===== config.mk =====
export PLATFORM = sky130hd
export DESIGN_NAME = tcw_pw_control_word
export DESIGN_NICKNAME = d
export VERILOG_FILES = /design/src/design/tcw_pkg.sv /design/src/design/tcw_pw_control_word.sv
export SDC_FILE = /design/constraint.sdc
export NUM_CORES = 1
export LEC_CHECK = 0
export BUFFER_PORTS_ARGS = -buffer_cell sky130_fd_sc_hd__buf_2
export CORE_MARGIN = 2
export CORE_UTILIZATION = 45
export CTS_CLUSTER_SIZE = 14
export DETAILED_ROUTE_END_ITERATION = 8
export PLACE_DENSITY = 0.65
export SKIP_CTS_REPAIR_TIMING = 1
export SYNTH_ARGS = -nofsm -noshare
export SYNTH_HDL_FRONTEND = slang
export SYNTH_SLANG_ARGS = --single-unit

===== constraint.sdc =====
create_clock -name mclk -period 2.9 [get_ports mclk]
set_input_delay 0.435 -clock mclk [delete_from_list [all_inputs] [get_ports mclk]]
set_output_delay 0.435 -clock mclk [all_outputs]
set_load 0.03 [all_outputs]

===== src/design/tcw_pkg.sv =====
// tcw_pkg: constants for the tdm pseudowire control word block
// assumes: a single 20 MHz packet-side clock and synchronous reset
`default_nettype none

package tcw_pkg;
    // ------------------------------------------------------------
    // control word field positions
    // ------------------------------------------------------------
    localparam int CW_W = 32;
    localparam int ACH_LSB = 0;
    localparam int LFLT_BIT = 4;
    localparam int RLOSS_BIT = 5;
    localparam int MOD_LSB = 6;
    localparam int FRAG_LSB = 8;
    localparam int SLEN_LSB = 10;
    localparam int SEQ_LSB = 16;
    localparam int SEQ_W = 16;
    localparam int SLEN_W = 6;
    localparam logic [3:0] ACH_NIBBLE = 4'h1;
    localparam logic [1:0] MOD_NORMAL = 2'h0;
    localparam logic [1:0] MOD_RDI = 2'h2;
    localparam logic [1:0] FRAG_NONE = 2'h0;
    localparam logic [15:0] SHORT_LIMIT = 16'h0040;

    // ------------------------------------------------------------
    // register map
    // ------------------------------------------------------------
    localparam int AW = 4;
    localparam logic [3:0] REG_CTRL = 4'h0;
    localparam logic [3:0] REG_STATUS = 4'h1;
    localparam logic [3:0] REG_IRQ_STAT = 4'h2;
    localparam logic [3:0] REG_IRQ_CLR = 4'h3;
    localparam logic [3:0] REG_IRQ_EN = 4'h4;
    localparam logic [3:0] REG_FILL = 4'h5;
    localparam logic [3:0] REG_CNT_LOST = 4'h6;
    localparam logic [3:0] REG_CNT_MISO = 4'h7;
    localparam logic [3:0] REG_CNT_OVR = 4'h8;
    localparam logic [3:0] REG_CNT_UND = 4'h9;
    localparam logic [3:0] REG_TX_SEQ = 4'ha;
    // ctrl bits
    localparam int CTRL_STRUCT = 0;
    localparam int CTRL_CAS = 1;
    localparam int CTRL_PFILL = 2;
    localparam int CTRL_SFILL = 3;
    localparam int CTRL_ADMIN = 4;
    localparam int CTRL_ACH = 5;
    localparam logic [5:0] CTRL_RESET = 6'h00;
    localparam logic [11:0] FILL_RESET = 12'h0ff;
    // interrupt status bits
    localparam int IRQ_W = 5;
    localparam int EV_LOST = 0;
    localparam int EV_MISO = 1;
    localparam int EV_OVR = 2;
    localparam int EV_UND = 3;
    localparam int EV_LOPCHG = 4;

    // circuit status
    typedef enum logic [1:0] {
        ST_UP = 2'b00,
        ST_LOP = 2'b01,
        ST_DOWN = 2'b10
    } tcw_status_e;
endpackage : tcw_pkg

`default_nettype wire


===== src/design/tcw_pw_control_word.sv =====
// tcw_pw_control_word: builds transmit control words and checks
// received ones for a tdm circuit-emulation pseudowire
// assumes: framer gives per-packet strobes, jitter buffer reports
// overrun/underrun as pulses, register master follows a plain port
//
// The implementer's own choices: the address map and strobed register access.
`default_nettype none

module tcw_pw_control_word
    import tcw_pkg::*;
#(
    parameter int CNT_W = 16,
    parameter int LOP_CLEAR_PKTS = 2
) (
    // clock and reset
    input wire logic mclk,
    input wire logic reset_n,
    // register port
    input wire logic [tcw_pkg::AW-1:0] regAddr,
    input wire logic [31:0] regWdata,
    input wire logic regWr,
    input wire logic regRd,
    output logic [31:0] regRdata,
    output logic irq,
    // transmit request from framer side
    input wire logic txStart,
    input wire logic [15:0] txPktLen,
    input wire logic acFault,
    input wire logic acRdi,
    output logic [31:0] txCw,
    output logic txCwValid,
    // receive control word from packet side
    input wire logic rxValid,
    input wire logic [31:0] rxCw,
    output logic rxAccept,
    output logic rxDiscard,
    output logic rxFaultPkt,
    // jitter buffer events
    input wire logic jbOverrun,
    input wire logic jbUnderrun,
    output logic jbDropExcess,
    // payload fill toward tdm side
    input wire logic [7:0] playByte,
    input wire logic [3:0] playSig,
    input wire logic playFault,
    output logic [7:0] tdmByte,
    output logic [3:0] tdmSig,
    // circuit status
    output logic [1:0] circuitStatus
);
    import tcw_pkg::*;

    // ------------------------------------------------------------
    // register storage
    // ------------------------------------------------------------
    logic [5:0] ctrl_q;
    logic [11:0] fill_q;
    logic [IRQ_W-1:0] irqStat_q, irqStat_d, irqEn_q, evt;
    logic [CNT_W-1:0] cntLost_q, cntMiso_q, cntOvr_q, cntUnd_q;
    logic [SEQ_W-1:0] txSeq_q, rxExp_q;
    logic rxSeen_q, lop_q, lop_d;
    logic [7:0] lopGood_q;
    logic [31:0] regRdata_q;

    wire logic isStruct = ctrl_q[CTRL_STRUCT];
    wire logic casOn = ctrl_q[CTRL_CAS];
    wire logic adminDown = ctrl_q[CTRL_ADMIN];
    wire logic [7:0] idlePay = fill_q[7:0];
    wire logic [3:0] idleSig = fill_q[11:8];

    wire logic wrCtrl = regWr && (regAddr == REG_CTRL);
    wire logic wrClr = regWr && (regAddr == REG_IRQ_CLR);
    wire logic wrEn = regWr && (regAddr == REG_IRQ_EN);
    wire logic wrFill = regWr && (regAddr == REG_FILL);

    // ------------------------------------------------------------
    // transmit control word
    // ------------------------------------------------------------
    // modifier: only structured, fault-free words may signal rdi
    wire logic [1:0] txMod =
        (isStruct && !acFault && acRdi) ? MOD_RDI : MOD_NORMAL;
    // long packets must carry zero so the far end ignores the field
    wire logic [5:0] txSlen = (txPktLen < SHORT_LIMIT)
        ? txPktLen[SLEN_W-1:0] : 6'h00;
    wire logic [3:0] txLead =
        ctrl_q[CTRL_ACH] ? ACH_NIBBLE : 4'h0;
    logic [31:0] txWord;

    // pack fields at their fixed positions
    always_comb begin
        txWord = 32'h0000_0000;
        txWord[ACH_LSB +: 4] = txLead;
        txWord[LFLT_BIT] = acFault;
        txWord[RLOSS_BIT] = lop_q;
        txWord[MOD_LSB +: 2] = txMod;
        txWord[FRAG_LSB +: 2] = FRAG_NONE;
        txWord[SLEN_LSB +: SLEN_W] = txSlen;
        txWord[SEQ_LSB +: SEQ_W] = txSeq_q;
    end

    // word and sequence register; seq wraps naturally at 16 bits
    always_ff @(posedge mclk) begin
        if (!reset_n) begin
            txCw <= 32'h0000_0000;
            txCwValid <= 1'b0;
            txSeq_q <= 16'h0000;
        end else begin
            txCwValid <= txStart;
            if (txStart) begin
                txCw <= txWord;
                txSeq_q <= txSeq_q + 16'h0001;
            end
        end
    end

    // ------------------------------------------------------------
    // receive sequence check
    // ------------------------------------------------------------
    wire logic [SEQ_W-1:0] rxSeq = rxCw[SEQ_LSB +: SEQ_W];
    // signed distance from expected; negative means an old packet
    wire logic [SEQ_W-1:0] rxDiff = rxSeq - rxExp_q;
    wire logic rxBack = rxSeen_q && rxDiff[SEQ_W-1];
    wire logic rxGap = rxSeen_q && !rxDiff[SEQ_W-1]
        && (rxDiff != 16'h0000);
    // no reorder store, so every backward packet is unplaceable
    wire logic rxDrop = rxValid && (rxBack || adminDown);
    wire logic rxTake = rxValid && !rxDrop;
    wire logic lostEv = rxTake && rxGap;
    wire logic misoEv = rxValid && rxBack && !adminDown;

    // expected sequence and accept/discard pulses
    always_ff @(posedge mclk) begin
        if (!reset_n) begin
            rxExp_q <= 16'h0000;
            rxSeen_q <= 1'b0;
            rxAccept <= 1'b0;
            rxDiscard <= 1'b0;
            rxFaultPkt <= 1'b0;
        end else begin
            rxAccept <= rxTake;
            rxDiscard <= rxDrop;
            rxFaultPkt <= rxTake && rxCw[LFLT_BIT];
            if (rxTake) begin
                rxExp_q <= rxSeq + 16'h0001;
                rxSeen_q <= 1'b1;
            end
        end
    end

    // ------------------------------------------------------------
    // packet loss state
    // ------------------------------------------------------------
    // enter on a loss or underrun; leave after a run of good packets
    always_comb begin
        lop_d = lop_q;
        if (lostEv || jbUnderrun) begin
            lop_d = 1'b1;
        end else if (lop_q && rxTake
                && (lopGood_q >= 8'(LOP_CLEAR_PKTS - 1))) begin
            lop_d = 1'b0;
        end
    end

    always_ff @(posedge mclk) begin
        if (!reset_n) begin
            lop_q <= 1'b0;
            lopGood_q <= 8'h00;
        end else begin
            lop_q <= lop_d;
            if (lostEv || jbUnderrun || !lop_q) begin
                lopGood_q <= 8'h00;
            end else if (rxTake) begin
                lopGood_q <= lopGood_q + 8'h01;
            end
        end
    end

    // status: admin down wins over packet loss
    assign circuitStatus = adminDown ? ST_DOWN
        : (lop_q ? ST_LOP : ST_UP);

    // ------------------------------------------------------------
    // fill toward tdm side
    // ------------------------------------------------------------
    wire logic fillNow = playFault || jbUnderrun;
    wire logic [7:0] payFill =
        (isStruct && ctrl_q[CTRL_PFILL]) ? idlePay : 8'hff;
    wire logic [3:0] sigFill =
        ctrl_q[CTRL_SFILL] ? idleSig : 4'hf;

    always_ff @(posedge mclk) begin
        if (!reset_n) begin
            tdmByte <= 8'hff;
            tdmSig <= 4'hf;
            jbDropExcess <= 1'b0;
        end else begin
            tdmByte <= fillNow ? payFill : playByte;
            tdmSig <= (fillNow && isStruct && casOn)
                ? sigFill : playSig;
            jbDropExcess <= jbOverrun;
        end
    end

    // ------------------------------------------------------------
    // event counters, saturating
    // ------------------------------------------------------------
    logic [3:0] cntInc;
    logic [CNT_W-1:0] cntArr [4];
    assign cntInc = {jbUnderrun, jbOverrun, misoEv, lostEv};
    assign cntLost_q = cntArr[0];
    assign cntMiso_q = cntArr[1];
    assign cntOvr_q = cntArr[2];
    assign cntUnd_q = cntArr[3];

    // one counter per event kind except the loss-state change
    for (genvar i = 0; i < 4; i++) begin : g_cnt
        always_ff @(posedge mclk) begin
            if (!reset_n) begin
                cntArr[i] <= '0;
            end else if (cntInc[i] && !(&cntArr[i])) begin
                cntArr[i] <= cntArr[i] + 1'b1;
            end
        end
    end

    // ------------------------------------------------------------
    // interrupt status, set wins over clear
    // ------------------------------------------------------------
    assign evt = {(lop_d != lop_q), jbUnderrun, jbOverrun,
        misoEv, lostEv};
    assign irqStat_d = (irqStat_q & ~(wrClr ? regWdata[IRQ_W-1:0]
        : 5'h00)) | evt;
    assign irq = |(irqStat_q & irqEn_q);

    always_ff @(posedge mclk) begin
        if (!reset_n) begin
            irqStat_q <= 5'h00;
            irqEn_q <= 5'h00;
            ctrl_q <= CTRL_RESET;
            fill_q <= FILL_RESET;
        end else begin
            irqStat_q <= irqStat_d;
            if (wrEn) irqEn_q <= regWdata[IRQ_W-1:0];
            if (wrCtrl) ctrl_q <= regWdata[5:0];
            if (wrFill) fill_q <= regWdata[11:0];
        end
    end

    // ------------------------------------------------------------
    // register read
    // ------------------------------------------------------------
    logic [31:0] rdMux;
    always_comb begin
        rdMux = 32'h0000_0000;
        case (regAddr)
            REG_CTRL: rdMux = {26'h0, ctrl_q};
            REG_STATUS: rdMux = {29'h0, lop_q, circuitStatus};
            REG_IRQ_STAT: rdMux = {27'h0, irqStat_q};
            REG_IRQ_EN: rdMux = {27'h0, irqEn_q};
            REG_FILL: rdMux = {20'h0, fill_q};
            REG_CNT_LOST: rdMux = 32'(cntLost_q);
            REG_CNT_MISO: rdMux = 32'(cntMiso_q);
            REG_CNT_OVR: rdMux = 32'(cntOvr_q);
            REG_CNT_UND: rdMux = 32'(cntUnd_q);
            REG_TX_SEQ: rdMux = {16'h0, txSeq_q};
            default: rdMux = 32'h0000_0000;
        endcase
    end

    // data stands only in the cycle after the read strobe
    always_ff @(posedge mclk) begin
        if (!reset_n) begin
            regRdata_q <= 32'h0000_0000;
        end else begin
            regRdata_q <= regRd ? rdMux : 32'h0000_0000;
        end
    end
    assign regRdata = regRdata_q;
endmodule : tcw_pw_control_word

`default_nettype wire


==> results of run 1 <==
state kept, by name, summed over array words and instances (netlist names):
name          flops
txCw             26
rxAccept          1
irqEn_q           5
regRdata         16
rxDiscard         1
lopGood_q         8
rxExp_q          16
rxSeen_q          1
txSeq_q          16
ctrl_q            6
cntArr           64
tdmByte           8
irqStat_q         5
tdmSig            4
txCwValid         1
fill_q           12
lop_q             1
rxFaultPkt        1
jbDropExcess      1
cell usage after synthesis, types with 16 or more instances:
library cell / n / area share, %
a21oi_1: 41 / 2.0
a22oi_1: 23 / 1.7
and2_1: 16 / 0.97
and3_1: 29 / 1.8
buf_4: 24 / 1.8
clkbuf_1: 36 / 1.3
dfxtp_1: 129 / 25
edfxtp_1: 64 / 19
ha_1: 24 / 2.9
inv_1: 46 / 1.7
mux2i_1: 38 / 3.7
nand2_1: 130 / 4.7
nand3_1: 46 / 2.2
nand4_1: 19 / 1.2
nor2_1: 119 / 4.3
nor2b_1: 53 / 3.2
nor3_1: 16 / 0.78
o21ai_0: 27 / 1.3
xnor2_1: 53 / 4.5
xor2_1: 41 / 3.5
report_power, final:
| part | total [mW] | switching, mW | internal, mW |
|---|---|---|---|
| registers | 3.03 | 0.123 | 2.91 |
| logic | 1.07 | 0.602 | 0.471 |
| clock network | 2.34 | 1.18 | 1.16 |
path summary, 6_finish.rpt:
| path | depth (start not counted) | slack, ps | from | end |
|---|---|---|---|---|
| worst min-delay path | 3 | 210 | regWdata[7] | fill_q[7] |
| worst max register to register | 13 | -30 | rxExp_q[0] | cntArr[0][7] |
| worst min register to register | 2 | 490 | fill_q[6] | tdmByte[6] |
| worst max-delay path | 13 | -30 | rxExp_q[0] | cntArr[0][7] |
per-stage QoR:
step           setup slack (ps)  instances  power (mW)  hold slack, ps  cell area, um2
6_report                 -26.87       1616       6.447           206.7           12530
5_1_grt                  -103.2       1616       6.727           203.0           12530
4_1_cts                  -75.92       1612       6.400           194.6           12230
3_5_place_dp             -328.4       1580       4.079           471.7           11640
3_3_place_gp             -301.9       1580       4.063           461.3           11640
2_1_floorplan            -108.0       1158       3.714           441.6           10400
routing by layer:
layer  up-vias  part of all wire (%)  global-route usage, %
li1       4311                     -                      -
met1      4199                    45                  30.53
met2       255                    48                  38.75
met3        22                   5.7                  4.067
met4         2                   1.2                  5.115
met5         -                 0.029                      0
logic make-up after synthesis:
logic type               Yosys count  synth area share, %
AND/OR/NAND/NOR                  484                23.26
multiplexers                      40                3.919
buffers and inverters            114                5.173
adder cells (fa/ha/maj)           25                3.116
flip-flops                       193                43.82
AO/OA/AOI/OAI                    186                12.67
XOR/XNOR                          94                8.009
other                              1              0.03648
critical path: stages, from the launching register on:
cell and delay, ps:
dfxtp_2 340, ha_4 150, fa_2 330, nand2b_4 150, a211o_1 300, a21oi_2 200
buf_4 150, o41a_1 180, or3_4 160, nand2_4 50, buf_6 130, a211o_4 350
clkbuf_16 190, a21oi_2 100
cell type report:
| cell class | count | area (um2) |
|---|---|---|
| Timing Repair Buffer | 208 | 1297 |
| Fill cell | 2039 | 9972 |
| Clock inverter | 15 | 167.7 |
| Multi-Input combinational cell | 852 | 5595 |
| Inverter | 46 | 180.2 |
| Sequential cell | 193 | 4508 |
| Clock buffer | 17 | 425.4 |
| Tap cell | 285 | 356.6 |
==> flow_summary.ini, run 1 <==
[status]
status = finished with violations
violations = negative setup slack

[floorplan]
initial_core_util_pct = 45.68
ioPinCount = 191
fp-row-count = 55
fp.dieW_um = 155.1
die-area_um2 = 24070
die_h_um = 155.1
fp.coreArea_um2 = 22500

[min_path]
hold_path_class = primary input to register

[sta]
tightest_slew_ps = 1017
clock_skew_ps = 15.97
finalCritPeriodShare_pct = 100.9
slew_headroom_pct = 31.93
fin_crit_ps = 2927
fin_ws_ps = -26.87
setup_viol = 2
setup_tns_ps = -29.34
drv_slew = 0
fmax_mhz = 341.7
grt_setup_unrepaired = yes
finalHoldViolations = 0

[drt]
wirelength_um = 27660
drtIter0Drc = 913
wl_per_cell_um = 17.12
ant_nets = 0
dr.pass1.iters = 6
num_vias = 8789
drc = 0
viasPerCell = 5.439

[synthesis]
async_flop_share_pct = 0
synth_ff_type = dfxtp_1
synth_edf_count = 64
syn_area_um2 = 10280
syn_inst = 1137
syn_area_per_cell_um2 = 9.041
ys_ff_latch = 193
yosysUniqueCellTypes = 75
yosysWarnings = 0
yosysSeqAreaShare_pct = 43.82

[final_layout]
nNetsFinal = 1450
final_common_cell = buf_2
antennaDiodeCount = 0
final_cell_mix = buf_2, nand2_1, dfxtp_1, nor2_1, buf_4
drive_gt1_share_pct = 23.07
syn2layout_area_growth_pct = 21.90
final_util_pct = 55.69

[setup_path]
end_kind = register
crit_path_start_kind = register
critPathMaxFanout = 8
arrival_ps = 3220
worstPathRequired_ps = 3200
path_class = register to register

[clock_tree]
cts_inserted_buffers = 17
htreeDepth = 4
insertion_delay_ps = 440
cts_tree = yes
clk_path_buf_depth = 2
path_clk_slew_ps = 80
cts_sinks = 193
cts_root_buffer = clkbuf_16

[global_route]
overflow = 0
grt_pass1_wl_um = 43320
grt_max_degree = 47
grt_usage_pct = 22.84
antenna_found_initial = 1
grt_pass1_vias = 8225

[run]
max_cap_viol_count = 0

[pwr]
ir_drop_v = 0.0003029
leakagePower_nw = 5.050
power.density_nw_per_um2 = 514.5

[placement]
gp_congestion = 0.8784
dp_hpwl_um = 20680
port_buffers = 133
(Power assumes the default switching activity.)
==> inputs of run 2 (changes only) <==
CORE_UTILIZATION = 51   (was 45)
PLACE_DENSITY = 0.73   (was 0.65)
==> flow_summary.ini, run 2 (same netlist as run 1, synthesis figures left out) <==
[sta]
drv_slew = 0
grt_setup_unrepaired = yes
setup_tns_ps = 0
clock_skew_ps = 11.82
fin_crit_ps = 2835
finalHoldViolations = 0
slew_headroom_pct = 60.57
setup_viol = 0
fin_ws_ps = 64.60
finalCritPeriodShare_pct = 97.77
fmax_mhz = 352.7
tightest_slew_ps = 591.5
fin_hold_ws_ps = 211.7

[placement]
port_buffers = 133
gp_congestion = 0.9276
dp_hpwl_um = 20140
place_area_um2 = 11580
place_ws_ps = -318.2

[final_layout]
final_common_cell = buf_2
syn2layout_area_growth_pct = 20.35
largest_register = cntArr
fillCellCount = 1648
drive_gt1_share_pct = 21.40
final_cell_mix = buf_2, nand2_1, dfxtp_1, nor2_1, buf_4
nNetsFinal = 1446
largest_reg_flops = 64
final_util_pct = 63.15
final_cell_area_um2 = 12370
top_regs = cntArr (64), txCw (26)

[global_route]
grt_pass1_wl_um = 42700
overflow = 0
grt_usage_pct = 25.07
grt_pass1_vias = 8213
grt_max_degree = 62
antenna_found_initial = 1

[setup_path]
r2r_cells = 11
worst-path-stages = 11
cp_num_buf_inv = 1
critPathTopFamily = compound AO/OA/AOI/OAI gates
r2r_end = irqStat_q[4]
path_class = register to register
slowest_stage = dfxtp_2
arrival_ps = 3160
end_kind = register
rr_startpoint = rxExp_q[0]
crit_end = irqStat_q[4]
worstPathRequired_ps = 3220
crit_start = rxExp_q[0]
r2r_slack_ps = 60
critPathMaxStageDelay_ps = 340
critPathMaxFanout = 3
cp_cell_sequence = ha_4 > fa_2 > nand2b_4 > a211o_1 > a21oi_4 > a2bb2oi_2 > nor2_1 > nor4_2 > buf_4 > mux2_2 > o31a_1
crit_path_start_kind = register

[pwr]
leakagePower_nw = 5.024
ir_drop_v = 0.0004220
power.density_nw_per_um2 = 523.3

[floorplan]
fp.coreArea_um2 = 19590
die_h_um = 146.0
initial_core_util_pct = 52.47
fp.dieW_um = 146.0
ioPinCount = 191
die-area_um2 = 21310
fp-row-count = 51

[drt]
dr.pass1.iters = 6
drtIter0Drc = 935
ant_nets = 0
wirelength_um = 27150
viasPerCell = 5.642
drc = 0
num_vias = 8987
wl_per_cell_um = 17.04

[clock_tree]
path_clk_slew_ps = 80
insertion_delay_ps = 440
cts_inserted_buffers = 17
cts_root_buffer = clkbuf_16
cts_sinks = 193
htreeDepth = 4
clk_path_buf_depth = 2
cts_tree = yes

[min_path]
hold_path.startpoint = regWdata[7]
hold_path_class = primary input to register
hold_depth = 3

[status]
status = finished clean

[run]
max_cap_viol_count = 0
run 2: worst register-to-register path: stages (launching register included):
cell and delay [ps]:
dfxtp_2 340, ha_4 160, fa_2 330, nand2b_4 150, a211o_1 320, a21oi_4 180, a2bb2oi_2 150, nor2_1 80
nor4_2 240, buf_4 170, mux2_2 330, o31a_1 280
run 2: worst min-delay path by stage:
stage / end / slack, ps
global route: fill_q[7] / 210
floorplan: tdmByte[6] / 440
finish: fill_q[7] / 210
CTS: fill_q[7] / 190
detailed placement: tdmByte[6] / 480
global placement: txCw[7] / 460
run 2: metal layers:
layer / vias up / global-route usage (%) / routed length [um]
met5: - / 0 / 10
met2: 407 / 40.61 / 12720
met4: 2 / 8.835 / 765
met1: 4210 / 33.00 / 11200
met3: 50 / 5.862 / 2447
li1: 4318 / - / -
run 2: cell type report:
cell class | instances | area, um2 | area share [%]
clock buffer | 18 | 450.4 | 3.641
timing repair buffer | 204 | 1230 | 9.941
sequential | 193 | 4507 | 36.43
antenna | 1 | 2.502 | 0.02023
inverter | 46 | 180.2 | 1.456
multi-input combinational | 852 | 5509 | 44.53
tap | 265 | 331.6 | 2.680
clock inverter | 14 | 161.4 | 1.305
run 2: report_power, final:
| group | internal (mW) | switching [mW] |
|---|---|---|
| Sequential | 2.91 | 0.122 |
| Clock | 1.21 | 1.17 |
| Combinational | 0.460 | 0.596 |
run 2: through the flow:
| stage | std cells | power, mW |
|---|---|---|
| after CTS | 1589 | 6.423 |
| after global placement | 1557 | 4.042 |
| after detailed placement | 1557 | 4.063 |
| after global routing | 1592 | 6.730 |
| final | 1593 | 6.474 |
| after floorplan | 1158 | 3.714 |
